### config.mk
export PLATFORM = sky130hd
export DESIGN_NAME = gpcc_top
export DESIGN_NICKNAME = d
export VERILOG_FILES = /design/src/logic/gpcc_pkg.sv /design/src/logic/gpcc_port_pins.sv /design/src/logic/gpcc_top.sv
export SDC_FILE = /design/constraint.sdc
export NUM_CORES = 1
export LEC_CHECK = 0
export BUFFER_PORTS_ARGS = -buffer_cell sky130_fd_sc_hd__buf_2
export CAP_MARGIN = 20
export CORE_MARGIN = 4
export CORE_UTILIZATION = 56
export DETAILED_ROUTE_END_ITERATION = 6
export PLACE_DENSITY = 0.86
export SYNTH_ARGS = -nofsm -noshare
export SYNTH_HDL_FRONTEND = slang
export SYNTH_SLANG_ARGS = --single-unit
### constraint.sdc
create_clock -name mclk -period 3.1 [get_ports mclk]
set_input_delay 0.62 -clock mclk [delete_from_list [all_inputs] [get_ports mclk]]
set_output_delay 0.62 -clock mclk [all_outputs]
set_load 0.005 [all_outputs]
### src/logic/gpcc_pkg.sv
// package: offsets, reset values and state layout of the port block
package gpcc_pkg;

  // ------------------------------------------------------------
  // geometry
  // ------------------------------------------------------------
  localparam int PORT_W = 8;
  localparam int NUM_PORTS = 4;

  // port index within the block
  localparam int PORT_C = 0;
  localparam int PORT_G = 1;
  localparam int PORT_L = 2;
  localparam int PORT_F = 3;

  // ------------------------------------------------------------
  // data memory byte locations, indexed by port
  // ------------------------------------------------------------
  localparam logic [3:0][7:0] DATA_OFF = {8'h94, 8'hd0, 8'hd4, 8'hdc};
  localparam logic [3:0][7:0] CFG_OFF = {8'h95, 8'hd1, 8'hd5, 8'hdd};
  localparam logic [3:0][7:0] PINS_OFF = {8'h96, 8'hd2, 8'hd6, 8'hde};

  // ------------------------------------------------------------
  // reset values
  // ------------------------------------------------------------
  localparam logic [7:0] CFG_RESET = 8'h00;
  localparam logic [7:0] DATA_RESET = 8'h00;
  localparam logic [7:0] RDATA_RESET = 8'h00;

  // ------------------------------------------------------------
  // port g special bit positions
  // ------------------------------------------------------------
  localparam int G_HALT_BIT = 7;
  localparam int G_IDLE_BIT = 6;
  localparam int G_DELAY_BIT = 7;
  localparam int G_SK_PHASE_BIT = 6;
  localparam int G_OSC_PIN = 7;
  localparam int G_SI_PIN = 6;
  localparam int G_SK_PIN = 5;
  localparam int G_SO_PIN = 4;
  localparam int G_T1A_PIN = 3;
  localparam int G_T1B_PIN = 2;
  localparam int G_SUP_PIN = 1;
  localparam int G_INT_PIN = 0;
  localparam logic [7:0] G_DATA_READ_MASK = 8'h3f;

  // ------------------------------------------------------------
  // register state of the top module
  // ------------------------------------------------------------
  typedef struct packed {
    logic [3:0][7:0] cfg;
    logic [3:0][7:0] data;
    logic [7:0] rdata;
    logic halt;
    logic idle;
    logic g7_prev;
  } gpcc_state_s;

  typedef struct packed {
    logic [7:0] meta;
    logic [7:0] level;
  } gpcc_sync_s;

endpackage : gpcc_pkg

### src/logic/gpcc_port_pins.sv
// one 8-bit port: pin mode decode, alternate overrides, input synchroniser
module gpcc_port_pins
  import gpcc_pkg::*;
#(
  parameter int WIDTH = gpcc_pkg::PORT_W
)
(
  // clock and reset
  input wire logic mclk,
  input wire logic reset_n,
  // port registers
  input wire logic [WIDTH-1:0] cfg,
  input wire logic [WIDTH-1:0] data,
  // alternate function overrides
  input wire logic [WIDTH-1:0] alt_oe,
  input wire logic [WIDTH-1:0] alt_out,
  input wire logic [WIDTH-1:0] force_hiz,
  input wire logic [WIDTH-1:0] force_pullup,
  // pins
  input wire logic [WIDTH-1:0] pin_in,
  output logic [WIDTH-1:0] pin_out,
  output logic [WIDTH-1:0] pin_oe,
  output logic [WIDTH-1:0] pin_pullup,
  output logic [WIDTH-1:0] pin_level
);

  // ------------------------------------------------------------
  // elaboration check
  // ------------------------------------------------------------
  if (WIDTH != PORT_W)
  begin : g_width_check
    $error("port width must match the register width");
  end

  // ------------------------------------------------------------
  // synchroniser state
  // ------------------------------------------------------------
  gpcc_sync_s state;
  gpcc_sync_s next_state;

  always_comb
  begin
    next_state = state;
    next_state.meta = pin_in;
    next_state.level = state.meta;
    if (!reset_n)
    begin
      next_state = '0;
    end
  end

  always_ff @(posedge mclk)
  begin
    state <= next_state;
  end

  assign pin_level = state.level;

  // ------------------------------------------------------------
  // per-bit pin drive
  // ------------------------------------------------------------
  for (genvar b = 0; b < WIDTH; b++)
  begin : g_bit
    always_comb
    begin
      if (alt_oe[b])
      begin
        pin_oe[b] = 1'b1;
        pin_out[b] = alt_out[b];
        pin_pullup[b] = 1'b0;
      end
      else if (force_hiz[b])
      begin
        pin_oe[b] = 1'b0;
        pin_out[b] = 1'b0;
        pin_pullup[b] = 1'b0;
      end
      else if (force_pullup[b])
      begin
        pin_oe[b] = 1'b0;
        pin_out[b] = 1'b0;
        pin_pullup[b] = 1'b1;
      end
      else
      begin
        pin_oe[b] = cfg[b];
        pin_out[b] = cfg[b] & data[b];
        pin_pullup[b] = ~cfg[b] & data[b];
      end
    end
  end

endmodule : gpcc_port_pins

### src/logic/gpcc_top.sv
// port configuration and control: registers, pin modes, port g specials
//
// Function
// - config and data bits select pin mode
// - each port: config, data, pin-read locations
// - port l wakeup, timer and usart pins
// - g6 always a high-impedance input
// - supervisor option owns g1, bit ignored
// - crystal option drives g7 with clock
// - g7 rising edge releases halt mode, only without the crystal option
// - port g data bits 6,7 read zero
// - writing g data bit 7 enters halt
// - writing g data bit 6 enters idle
// - g config bit 6 flips shift clock phase
// - g config bit 7 enables halt-exit delay, only without the crystal option
// - port f pins serve both comparators
// - port g alternate serial, timer, interrupt pins
module gpcc_top
  import gpcc_pkg::*;
(
  // clock and reset
  input wire logic mclk,
  input wire logic reset_n,
  // data memory access from the core
  input wire logic [7:0] cpu_addr,
  input wire logic cpu_wr,
  input wire logic cpu_rd,
  input wire logic [7:0] cpu_wdata,
  output logic [7:0] cpu_rdata,
  // mask options
  input wire logic supervisor_option,
  input wire logic crystal_option,
  // port pins, indexed c, g, l, f
  input wire logic [gpcc_pkg::NUM_PORTS-1:0][7:0] pin_in,
  output logic [gpcc_pkg::NUM_PORTS-1:0][7:0] pin_out,
  output logic [gpcc_pkg::NUM_PORTS-1:0][7:0] pin_oe,
  output logic [gpcc_pkg::NUM_PORTS-1:0][7:0] pin_pullup,
  // clock and supervisory sources
  input wire logic oscillator_clock_output,
  input wire logic supervisor_output_pin,
  // low power control
  input wire logic wake_request,
  output logic halt_mode,
  output logic idle_mode,
  output logic halt_exit_delay_enable,
  output logic sk_alt_phase,
  // serial shift interface
  input wire logic serial_shift_clock_oe,
  input wire logic serial_shift_clock_out,
  input wire logic serial_data_out_en,
  input wire logic serial_data_out,
  output logic serial_data_in,
  output logic serial_shift_clock,
  // timer 1 and interrupt
  input wire logic timer1_out_en,
  input wire logic timer1_out,
  output logic timer1_io_pin,
  output logic timer1_capture_pin,
  output logic external_interrupt_pin,
  // port l alternates
  input wire logic usart_tx_en,
  input wire logic usart_tx,
  input wire logic usart_clk_oe,
  input wire logic usart_clk_out,
  output logic [7:0] multi_input_wakeup,
  output logic timer2_input_a,
  output logic timer2_input_b,
  output logic timer3_input_a,
  output logic timer3_input_b,
  output logic serial_receive_pin,
  output logic serial_clock_pin,
  // comparators
  input wire logic comp1_en,
  input wire logic comp2_en,
  input wire logic first_comparator_output,
  input wire logic second_comparator_output
);

  // ------------------------------------------------------------
  // state
  // ------------------------------------------------------------
  gpcc_state_s state;
  gpcc_state_s next_state;
  logic [NUM_PORTS-1:0][7:0] level;
  logic [NUM_PORTS-1:0][7:0] alt_oe;
  logic [NUM_PORTS-1:0][7:0] alt_out;
  logic [NUM_PORTS-1:0][7:0] force_hiz;
  logic [NUM_PORTS-1:0][7:0] force_pullup;
  logic g7_rise;
  logic [NUM_PORTS-1:0] cfg_hit;
  logic [NUM_PORTS-1:0] data_hit;
  logic [NUM_PORTS-1:0] pins_hit;
  logic halt_set;
  logic idle_set;
  logic halt_clear;
  logic idle_clear;
  logic [7:0] read_value;

  // ------------------------------------------------------------
  // elaboration check
  // ------------------------------------------------------------
  if ($bits(DATA_OFF) != NUM_PORTS * PORT_W)
  begin : g_ports_check
    $error("offset tables must hold one byte per port");
  end

  // ------------------------------------------------------------
  // alternate function overrides
  // ------------------------------------------------------------
  always_comb
  begin
    alt_oe = '0;
    alt_out = '0;
    force_hiz = '0;
    force_pullup = '0;
    // port g
    force_hiz[PORT_G][G_SI_PIN] = 1'b1;
    alt_oe[PORT_G][G_OSC_PIN] = crystal_option;
    alt_out[PORT_G][G_OSC_PIN] = oscillator_clock_output;
    force_hiz[PORT_G][G_OSC_PIN] = ~crystal_option;
    alt_oe[PORT_G][G_SUP_PIN] =
      supervisor_option & ~supervisor_output_pin;
    force_pullup[PORT_G][G_SUP_PIN] = supervisor_option;
    alt_oe[PORT_G][G_SK_PIN] = serial_shift_clock_oe;
    alt_out[PORT_G][G_SK_PIN] = serial_shift_clock_out;
    alt_oe[PORT_G][G_SO_PIN] = serial_data_out_en;
    alt_out[PORT_G][G_SO_PIN] = serial_data_out;
    alt_oe[PORT_G][G_T1A_PIN] = timer1_out_en;
    alt_out[PORT_G][G_T1A_PIN] = timer1_out;
    // port l
    alt_oe[PORT_L][2] = usart_tx_en;
    alt_out[PORT_L][2] = usart_tx;
    alt_oe[PORT_L][1] = usart_clk_oe;
    alt_out[PORT_L][1] = usart_clk_out;
    // port f
    force_hiz[PORT_F][1] = comp1_en;
    force_hiz[PORT_F][2] = comp1_en;
    alt_oe[PORT_F][3] = comp1_en;
    alt_out[PORT_F][3] = first_comparator_output;
    force_hiz[PORT_F][4] = comp2_en;
    force_hiz[PORT_F][5] = comp2_en;
    alt_oe[PORT_F][6] = comp2_en;
    alt_out[PORT_F][6] = second_comparator_output;
  end

  // ------------------------------------------------------------
  // per-port pin logic
  // ------------------------------------------------------------
  for (genvar p = 0; p < NUM_PORTS; p++)
  begin : g_port
    gpcc_port_pins #(
      .WIDTH(PORT_W)
    ) u_pins (
      .mclk(mclk),
      .reset_n(reset_n),
      .cfg(state.cfg[p]),
      .data(state.data[p]),
      .alt_oe(alt_oe[p]),
      .alt_out(alt_out[p]),
      .force_hiz(force_hiz[p]),
      .force_pullup(force_pullup[p]),
      .pin_in(pin_in[p]),
      .pin_out(pin_out[p]),
      .pin_oe(pin_oe[p]),
      .pin_pullup(pin_pullup[p]),
      .pin_level(level[p])
    );
  end

  // ------------------------------------------------------------
  // wake edge on g7, only without the crystal
  // ------------------------------------------------------------
  assign g7_rise = ~crystal_option & level[PORT_G][G_OSC_PIN]
                   & ~state.g7_prev;

  // ------------------------------------------------------------
  // byte location decode, one set of compares per port
  // ------------------------------------------------------------
  for (genvar p = 0; p < NUM_PORTS; p++)
  begin : g_decode
    assign cfg_hit[p] = (cpu_addr == CFG_OFF[p]);
    assign data_hit[p] = (cpu_addr == DATA_OFF[p]);
    assign pins_hit[p] = (cpu_addr == PINS_OFF[p]);
  end

  // ------------------------------------------------------------
  // low power set and clear events
  // ------------------------------------------------------------
  assign halt_set = cpu_wr & data_hit[PORT_G]
                    & cpu_wdata[G_HALT_BIT];
  assign idle_set = cpu_wr & data_hit[PORT_G]
                    & cpu_wdata[G_IDLE_BIT];
  assign halt_clear = g7_rise | wake_request;
  assign idle_clear = wake_request;

  // ------------------------------------------------------------
  // read data select; unmapped locations read zero
  // ------------------------------------------------------------
  always_comb
  begin
    read_value = 8'h00;
    for (int i = 0; i < NUM_PORTS; i++)
    begin
      if (cfg_hit[i])
      begin
        read_value = state.cfg[i];
      end
      if (data_hit[i])
      begin
        read_value = state.data[i];
        if (i == PORT_G)
        begin
          read_value = state.data[i] & G_DATA_READ_MASK;
        end
      end
      if (pins_hit[i])
      begin
        read_value = level[i];
      end
    end
  end

  // ------------------------------------------------------------
  // register file and low power control
  // ------------------------------------------------------------
  always_comb
  begin
    next_state = state;
    next_state.g7_prev = level[PORT_G][G_OSC_PIN];
    // a set write wins over a wake in the same cycle
    if (halt_set)
    begin
      next_state.halt = 1'b1;
    end
    else if (halt_clear)
    begin
      next_state.halt = 1'b0;
    end
    if (idle_set)
    begin
      next_state.idle = 1'b1;
    end
    else if (idle_clear)
    begin
      next_state.idle = 1'b0;
    end
    for (int i = 0; i < NUM_PORTS; i++)
    begin
      if (cpu_wr && cfg_hit[i])
      begin
        next_state.cfg[i] = cpu_wdata;
      end
      if (cpu_wr && data_hit[i])
      begin
        next_state.data[i] = cpu_wdata;
        if (i == PORT_G)
        begin
          next_state.data[i] = cpu_wdata & G_DATA_READ_MASK;
        end
      end
    end
    // reads answer on the next edge
    if (cpu_rd)
    begin
      next_state.rdata = read_value;
    end
    if (!reset_n)
    begin
      next_state.cfg = {NUM_PORTS{CFG_RESET}};
      next_state.data = {NUM_PORTS{DATA_RESET}};
      next_state.rdata = RDATA_RESET;
      next_state.halt = 1'b0;
      next_state.idle = 1'b0;
      next_state.g7_prev = 1'b0;
    end
  end

  always_ff @(posedge mclk)
  begin
    state <= next_state;
  end

  // ------------------------------------------------------------
  // outputs
  // ------------------------------------------------------------
  assign cpu_rdata = state.rdata;
  assign halt_mode = state.halt;
  assign idle_mode = state.idle;
  assign halt_exit_delay_enable =
    state.cfg[PORT_G][G_DELAY_BIT] & ~crystal_option;
  assign sk_alt_phase = state.cfg[PORT_G][G_SK_PHASE_BIT];

  assign serial_data_in = level[PORT_G][G_SI_PIN];
  assign serial_shift_clock = level[PORT_G][G_SK_PIN];
  assign timer1_io_pin = level[PORT_G][G_T1A_PIN];
  assign timer1_capture_pin = level[PORT_G][G_T1B_PIN];
  assign external_interrupt_pin = level[PORT_G][G_INT_PIN];

  assign multi_input_wakeup = level[PORT_L];
  assign timer2_input_a = level[PORT_L][4];
  assign timer2_input_b = level[PORT_L][5];
  assign timer3_input_a = level[PORT_L][6];
  assign timer3_input_b = level[PORT_L][7];
  assign serial_receive_pin = level[PORT_L][3];
  assign serial_clock_pin = level[PORT_L][1];

endmodule : gpcc_top

# After elaboration in Yosys (flattened, before gate mapping)
# Index checks and enable logic that the tools add are counted.
# word_totals
output_inout_bits,127
word_cells,200
inputBits,71
reg_bits,137
# classes
eq_ne,12
mux,57
reduce_logical,10
n_bitwise,101
# ops
cell,n
$eq 8x8->1 const B,12
$mux 8,12
$and 1x1->1,67
$mux 1,45
$not 1->1,33
$logic_and 1x1->1,8
$reduce_bool 2->1,2
$or 1x1->1,1

# Logic depth before layout (Yosys ltp)
# Gate-level depths: netlist of run 1.
# logic_depth
depth_word,13
depth_mapped,8
mapped_depth_nobuf,5

# Hierarchy
# From an unflattened synthesis of run 1, not the netlist that was laid out.
# hier_totals
cells_unflattened,898
hier_area_um2,7659.8
# modules_own_cells
module,cells_each,seq_area_each_um2,area_each_um2,instances
gpcc_top,510,1461.4,3991.3,1
gpcc_port_pins,97,320.3,917.1,4

# Least setup slack after synthesis of run 1
# OpenSTA, ideal clock, no wires.
# synth_timing
path_type,input port to flip-flop
startpoint,input cpu_addr[2]
endpoint,register state (netlist bit cpu_rdata[5])
t_arrival_ns,1.878
path_buffers,0
path_stages,5
setup_ns,0.092
slack_ns,1.130
t_required_ns,3.008
cell_sequence,or3b_1 > or3_4 > o221ai_2 > a21oi_1 > o32ai_1
# synth_via
elab_chain_cells,13
word_cells_on_any_way,24
classes_between,eq/ne (12); mux (12)
# synth_rtl
element,line_no,rtl
start: declaration,gpcc_top.sv:25,"input wire logic [7:0] cpu_addr,"
$eq 8x8->1,gpcc_top.sv:181,assign cfg_hit[p] = (cpu_addr == CFG_OFF[p]);
$mux 8,gpcc_top.sv:204,if (cfg_hit[i])
$mux 8,gpcc_top.sv:208,if (data_hit[i])
$mux 8,gpcc_top.sv:216,if (pins_hit[i])
$mux 8,gpcc_top.sv:204,
$mux 8,gpcc_top.sv:208,
$mux 8,gpcc_top.sv:216,
$mux 8,gpcc_top.sv:204,
$mux 8,gpcc_top.sv:208,
$mux 8,gpcc_top.sv:216,
$mux 8,gpcc_top.sv:204,
$mux 8,gpcc_top.sv:208,
$mux 8 *,gpcc_top.sv:216,
end signal: assignment,gpcc_top.sv:280,state <= next_state;
end: declaration,gpcc_top.sv:82,gpcc_state_s state;
# Every way passes the cells marked *; elsewhere a longest branch is shown, timed or not.
# A chain may end at the register's enable or synchronous reset.

# Worst setup path after layout of run 1
# layout_timing
startpoint,input cpu_addr[1]
endpoint,register state[74] (netlist name)
# layout_via
elab_chain_cells,2
# layout_rtl
element,line_no,rtl
$eq 8x8->1,gpcc_top.sv:181,
$logic_and 1x1->1,gpcc_top.sv:249,if (cpu_wr && cfg_hit[i])
# Every way passes these cells.

==> results.py, run 1 <==
metrics = {
    "timing": {
        "hold_violations": 0,
        "hold_ws_ps": 413,
        "slew_violations": 0,
        "min_period_ps": 2220,
        "setup_viol_count_final": 0,
        "fin_skew_ps": 9.79,
        "rsz0062_at_grt": "no",
        "worstMarginPinSlew_ps": 633,
        "slew_headroom_pct": 57.8,
        "fin_crit_sh_pct": 71.8,
        "tns_ps": 0,
        "max_freq_ghz": 0.450,
    },
    "routing": {
        "drtPass1Iterations": 6,
        "drt_iter0_markers": 594,
        "wl_per_cell_um": 18.1,
        "vias_per_cell": 5.70,
        "wirelength_mm": 19.1,
        "vias": 6012,
        "detail_route.drc_violations": 0,
        "ant_nets": 0,
    },
    "cts": {
        "clock-sinks": 137,
        "cts-root-buf": "clkbuf_16",
        "hold_buffers": 0,
        "cts_resized": 0,
        "post_cts_buffers": 0,
        "numCtsBuffers": 17,
        "cts.htree.levels": 4,
        "clk_pin_slew_ps": 60,
        "clock_insertion_delay_worst_skew_ps": 410,
        "cts_tree": "yes",
        "cts_buffer_depth": 2,
    },
    "power": {
        "power_uw": 4090,
        "p_leak_uw": 0.00359,
        "ir_drop_uv": 349,
        "pwr_density_cell_mw_per_mm2": 531,
    },
    "grt": {
        "grt_pass1_wl_mm": 29.2,
        "grt_remaining_overflow": 0,
        "track_usage_pct": 28.2,
        "grt_pass1_vias": 5418,
        "antenna_found_initial": 0,
        "grt_max_degree": 71,
    },
    "layout": {
        "n_antenna_cell": 0,
        "final_cell_mix": "buf_2, dfxtp_1, and2_1",
        "drive_gt1_share_pct": 27.3,
        "final_common_cell": "buf_2",
        "area_growth_pct": 19.6,
        "finalNetCount": 973,
        "final_cells": 1055,
        "finalInstanceArea_sq_mm": 0.00771,
    },
    "floorplanning": {
        "ios": 198,
        "die_h_um": 115,
        "die_width_um": 115,
        "rows": 38,
        "coreArea_sq_mm": 0.0110,
        "start_util_pct": 58.5,
        "dieArea_sq_mm": 0.0133,
    },
    "setup_path": {
        "critPathArrivalTime_ps": 2550,
        "cp.required_ps": 3430,
        "end_kind": "flop",
        "crit_path_start_kind": "primary input",
        "crit_fanout": 31,
        "path_class": "in2reg",
        "reg2reg_slack_ps": 1560,
    },
    "synthesis": {
        "postSynthCellCount": 767,
        "synth_area_sq_mm": 0.00645,
        "ys_async_sr_fraction_pct": 0,
        "yosysTopAreaCell": "dfxtp_1",
        "synth.avg_cell_area_sq_um": 8.41,
        "synth-seq-cells": 137,
        "synth_edf_count": 0,
        "yosysWarnings": 0,
        "synth.top_cell.area_share_pct": 42.5,
        "seq_area_frac_synth_pct": 42.5,
        "synth_flop_cell": "dfxtp_1",
        "yosysUniqueCellTypes": 66,
        "synth_area_leaders": "dfxtp_1, and2_1, mux2i_1",
    },
    "job": {
        "max_cap_violations": 0,
    },
    "worst_hold_path": {
        "hp-class": "in2reg",
    },
    "place": {
        "placed_area_sq_mm": 0.00713,
        "dpl.cell_count": 1023,
        "place_congestion": 1.01,
        "io_buffers": 193,
        "dp_hpwl_mm": 13.8,
    },
    "status": {
        "status": "finished clean",
    },
}
==> layout make-up <==
type / count / area (sq um)
Multi-Input combinational cell: 529 / 3120
Inverter: 16 / 60.1
Fill cell: 874 / 3320
Tap cell: 140 / 175
Sequential cell: 137 / 2740
Clock inverter: 13 / 145
Clock buffer: 19 / 433
Timing Repair Buffer: 201 / 1040
==> synth_stat cells (all sizes together), types with 2 or more instances <==
cell / instances
o21a: 3
o211ai: 5
o21ai: 47
or2: 8
a221oi: 5
buf: 48
a211oi: 4
a31oi: 3
and3: 8
mux2i: 37
o32ai: 7
and2b: 2
a32oi: 2
nor2b: 30
nand2b: 10
a2bb2oi: 2
o311ai: 3
and3b: 5
nor3b: 6
nand3: 15
a21oi: 54
or3: 3
a22oi: 4
nand2: 83
nand4: 3
o21bai: 2
nor2: 59
nor3: 6
clkbuf: 38
and2: 87
and4b: 2
dfxtp: 137
o22ai: 3
inv: 15
o2bb2ai: 2
==> worst paths after layout <==
check,from,to,depth (start not counted)
worst max-delay path,cpu_addr[1],state[74],7
worst min-delay path,pin_in[24],g_port[3].u_pins.state[8],2
worst max register to register,state[49],cpu_rdata[6],5
worst min register to register,g_port[1].u_pins.state[12],g_port[1].u_pins.pin_level[4],1
==> cell families (layout without fill, tap and decap cells) <==
family,after synthesis,count (layout),synth area share (%)
other cells,1,4,0.0582
simple gates,334,334,27.6
compound gates,153,153,14.5
buf+inv,104,249,9.31
flops,137,137,42.5
mux,38,38,5.92
==> through the flow <==
step / setup slack [ps] / util [%]
4_1_cts: 955 / 69.9
2_1_floorplan: 1130 / -
5_1_grt: 758 / 69.9
6_report: 876 / 69.9
3_3_place_gp: 550 / 64.7
3_5_place_dp: 590 / 64.7
==> critical path, stage by stage <==
cell and delay (ps):
buf_2 270, nor2b_1 470, nand2_1 180, buf_4 230
nor2_1 450, nand2_1 140, a21oi_1 170
==> flip-flops by register name (all words and copies together), names as in the netlist <==
name / count
g_port.u_pins.state: 32
g_port.u_pins.pin_level: 32
sk_alt_phase: 1
idle_mode: 1
state: 62
cpu_rdata: 8
halt_mode: 1
==> power breakdown <==
| part | internal [uW] | leakage (uW) | switching (uW) | total (uW) |
|---|---|---|---|---|
| clock network | 1190 | 0.000274 | 801 | 1990 |
| logic | 112 | 0.00219 | 165 | 277 |
| registers | 1800 | 0.00112 | 17.3 | 1820 |
| total | 3110 | 0.00359 | 983 | 4090 |
==> metal layers <==
layer / global-route usage, % / share of wire [%] / up-vias / routed length, um
li1: - / - / 2820 / -
met1: 39.5 / 42 / 2724 / 8060
met2: 42.3 / 44 / 414 / 8310
met3: 6.63 / 11 / 54 / 2160
met4: 10.8 / 3.0 / 0 / 568
met5: 0 / 0 / - / 0
Power figures use the tool's default switching activity.
==> inputs of run 2 (changes only) <==
--- a/config.mk
+++ b/config.mk
@@ -8,9 +8,9 @@
 export BUFFER_PORTS_ARGS = -buffer_cell sky130_fd_sc_hd__buf_2
 export CAP_MARGIN = 20
 export CORE_MARGIN = 4
-export CORE_UTILIZATION = 56
+export CORE_UTILIZATION = 52
 export DETAILED_ROUTE_END_ITERATION = 6
-export PLACE_DENSITY = 0.86
+export PLACE_DENSITY = 0.81
 export SYNTH_ARGS = -nofsm -noshare
 export SYNTH_HDL_FRONTEND = slang
 export SYNTH_SLANG_ARGS = --single-unit
==> constraint.sdc (replaced) <==
create_clock -name mclk -period 2.15 [get_ports mclk]
set_input_delay 0.43 -clock mclk [delete_from_list [all_inputs] [get_ports mclk]]
set_output_delay 0.43 -clock mclk [all_outputs]
set_load 0.005 [all_outputs]
==> results.py, run 2 (synthesis gave the netlist of run 1 again) <==
metrics = {
    "timing": {
        "tns_ps": 0,
        "rsz0062_at_grt": "no",
        "worstMarginPinSlew_ps": 514,
        "hold_violations": 0,
        "fin_skew_ps": 8.23,
        "slew_headroom_pct": 65.8,
        "min_period_ps": 1720,
        "slew_violations": 0,
        "max_freq_ghz": 0.580,
        "setup_viol_count_final": 0,
        "fin_crit_sh_pct": 80.2,
    },
    "layout": {
        "num-fill-cells": 1044,
        "final_cell_mix": "buf_2, dfxtp_1, and2_1",
        "final_util_pct": 66.1,
        "top_register": "state",
        "finalNetCount": 997,
        "finalInstanceArea_sq_mm": 0.00797,
        "final_cells": 1106,
        "final_common_cell": "buf_2",
        "area_growth_pct": 23.7,
        "drive_gt1_share_pct": 29.3,
        "n_antenna_cell": 0,
        "largest_reg_flops": 62,
    },
    "floorplanning": {
        "ios": 198,
        "coreArea_sq_mm": 0.0121,
        "rows": 40,
        "dieArea_sq_mm": 0.0142,
        "start_util_pct": 53.5,
        "die_h_um": 119,
        "die_width_um": 119,
    },
    "grt": {
        "antenna_found_initial": 0,
        "grt_max_degree": 44,
        "grt_remaining_overflow": 0,
        "grt_pass1_vias": 5656,
        "track_usage_pct": 26.5,
        "grt_pass1_wl_mm": 30.0,
    },
    "status": {
        "status": "finished clean",
    },
    "setup_path": {
        "crit_path_start_kind": "flop",
        "crit_end": "pin_pullup[17]",
        "end_kind": "output pin",
        "path_class": "reg2out",
        "cp.required_ps": 1720,
        "crit_fanout": 4,
        "r2r_cells": 5,
        "worstPathCellList": "or2_2, nor2_1, buf_2",
        "crit_slowest_cell": "dfxtp_1",
        "rr_startpoint": "state[45]",
        "max_stage_delay_ps": 360,
        "rr_endpoint": "cpu_rdata[2]",
        "cp.depth": 3,
        "reg2reg_slack_ps": 640,
        "critPathArrivalTime_ps": 1290,
        "crit_start": "state[60]",
        "crit_family": "simple AND/OR/NAND/NOR gates",
        "path_buf_inv": 1,
    },
    "routing": {
        "dr_wl_met2_mm": 8.29,
        "wirelength_mm": 19.2,
        "dr_wl_met3_mm": 1.76,
        "ant_nets": 0,
        "detail_route.drc_violations": 0,
        "wl_per_cell_um": 17.4,
        "drt_iter0_markers": 601,
        "vias": 5981,
        "drtPass1Iterations": 7,
        "vias_per_cell": 5.41,
        "drt-met1-wl_mm": 8.58,
        "top_layer_used": "met4",
    },
    "cts": {
        "cts_buffer_depth": 2,
        "hold_buffers": 0,
        "cts.htree.levels": 4,
        "clock_insertion_delay_worst_skew_ps": 410,
        "cts_resized": 0,
        "cts_tree": "yes",
        "clock-sinks": 137,
        "post_cts_buffers": 0,
        "cts-root-buf": "clkbuf_16",
        "numCtsBuffers": 17,
        "clk_pin_slew_ps": 60,
    },
    "power": {
        "p_int_uw": 4690,
        "clkPwrFrac_pct": 49.6,
        "p_sw_uw": 1360,
        "ir_drop_uv": 575,
        "p_leak_uw": 0.00374,
        "pwr-share-seq_pct": 43.4,
        "combPwrFrac_pct": 7.0,
        "pwr_density_cell_mw_per_mm2": 759,
        "switching_share_pct": 22.5,
    },
    "place": {
        "io_buffers": 193,
        "dp_hpwl_mm": 14.4,
        "placed_area_sq_mm": 0.00736,
        "place_congestion": 0.993,
        "dpl.cell_count": 1075,
    },
    "worst_hold_path": {
        "hp-class": "in2reg",
    },
    "job": {
        "max_cap_violations": 0,
    },
}
run 2: cell count changes in the layout (fill, tap and decap cells not counted):
cell | previous run | this run
bufinv_16 | 2 | 3
inv_6 | 3 | 0
buf_12 | 1 | 2
clkbuf_1 | 2 | 0
buf_4 | 7 | 30
clkinvlp_4 | 3 | 2
clkinv_2 | 2 | 3
clkbuf_8 | 0 | 3
run 2: worst register-to-register path, cell delays in order, from the launching register on:
cell and delay [ps]:
dfxtp_1 350, nand2b_1 160, a22oi_1 150, a221oi_1 140, o311ai_1 440, o211ai_1 140
run 2: metal layers:
| metal | up-vias | global-route usage (%) |
|---|---|---|
| li1 | 2862 | - |
| met1 | 2739 | 36.4 |
| met2 | 337 | 39.7 |
| met3 | 43 | 6.60 |
| met4 | 0 | 11.5 |
| met5 | - | 0 |
run 2: how the worst min path moves through the flow:
stage | start | end | slack [ps] | cells after the start
global placement | g_port[1].u_pins.state[11] | g_port[1].u_pins.pin_level[3] | 410 | 1
CTS | pin_in[23] | g_port[2].u_pins.state[15] | 210 | 2
finish | pin_in[23] | g_port[2].u_pins.state[15] | 220 | 2
floorplan | g_port[0].u_pins.state[8] | g_port[0].u_pins.pin_level[0] | 410 | 1
detailed placement | g_port[2].u_pins.state[9] | g_port[2].u_pins.pin_level[1] | 420 | 1
global route | pin_in[25] | g_port[3].u_pins.state[9] | 210 | 2
run 2: layout make-up:
cell class | count | area, sq um | area share, %
multi-input combinational | 529 | 3120 | 39.1
sequential | 137 | 2740 | 34.4
timing repair buffer | 225 | 1230 | 15.4
clock buffer | 20 | 467 | 5.85
tap | 168 | 210 | 2.64
clock inverter | 11 | 146 | 1.84
inverter | 16 | 60.1 | 0.753
run 2: power groups by stage:
| stage | clock (uW) | sequential [uW] | combinational [uW] |
|---|---|---|---|
| floorplan | 0 | 2670 | 252 |
| global placement | 0 | 2680 | 411 |
| detailed placement | 0 | 2680 | 414 |
| CTS | 3020 | 2630 | 416 |
| global route | 3130 | 2630 | 462 |
| finish | 3000 | 2630 | 421 |
run 2: metrics by stage:
step / total power [uW] / worst slack [ps] / hold slack [ps]
floorplan: 2920 / 370 / 412
CTS: 6060 / 416 / 212
global route: 6220 / 359 / 210
finish: 6050 / 426 / 219
global placement: 3090 / 103 / 413
detailed placement: 3100 / 78.7 / 417
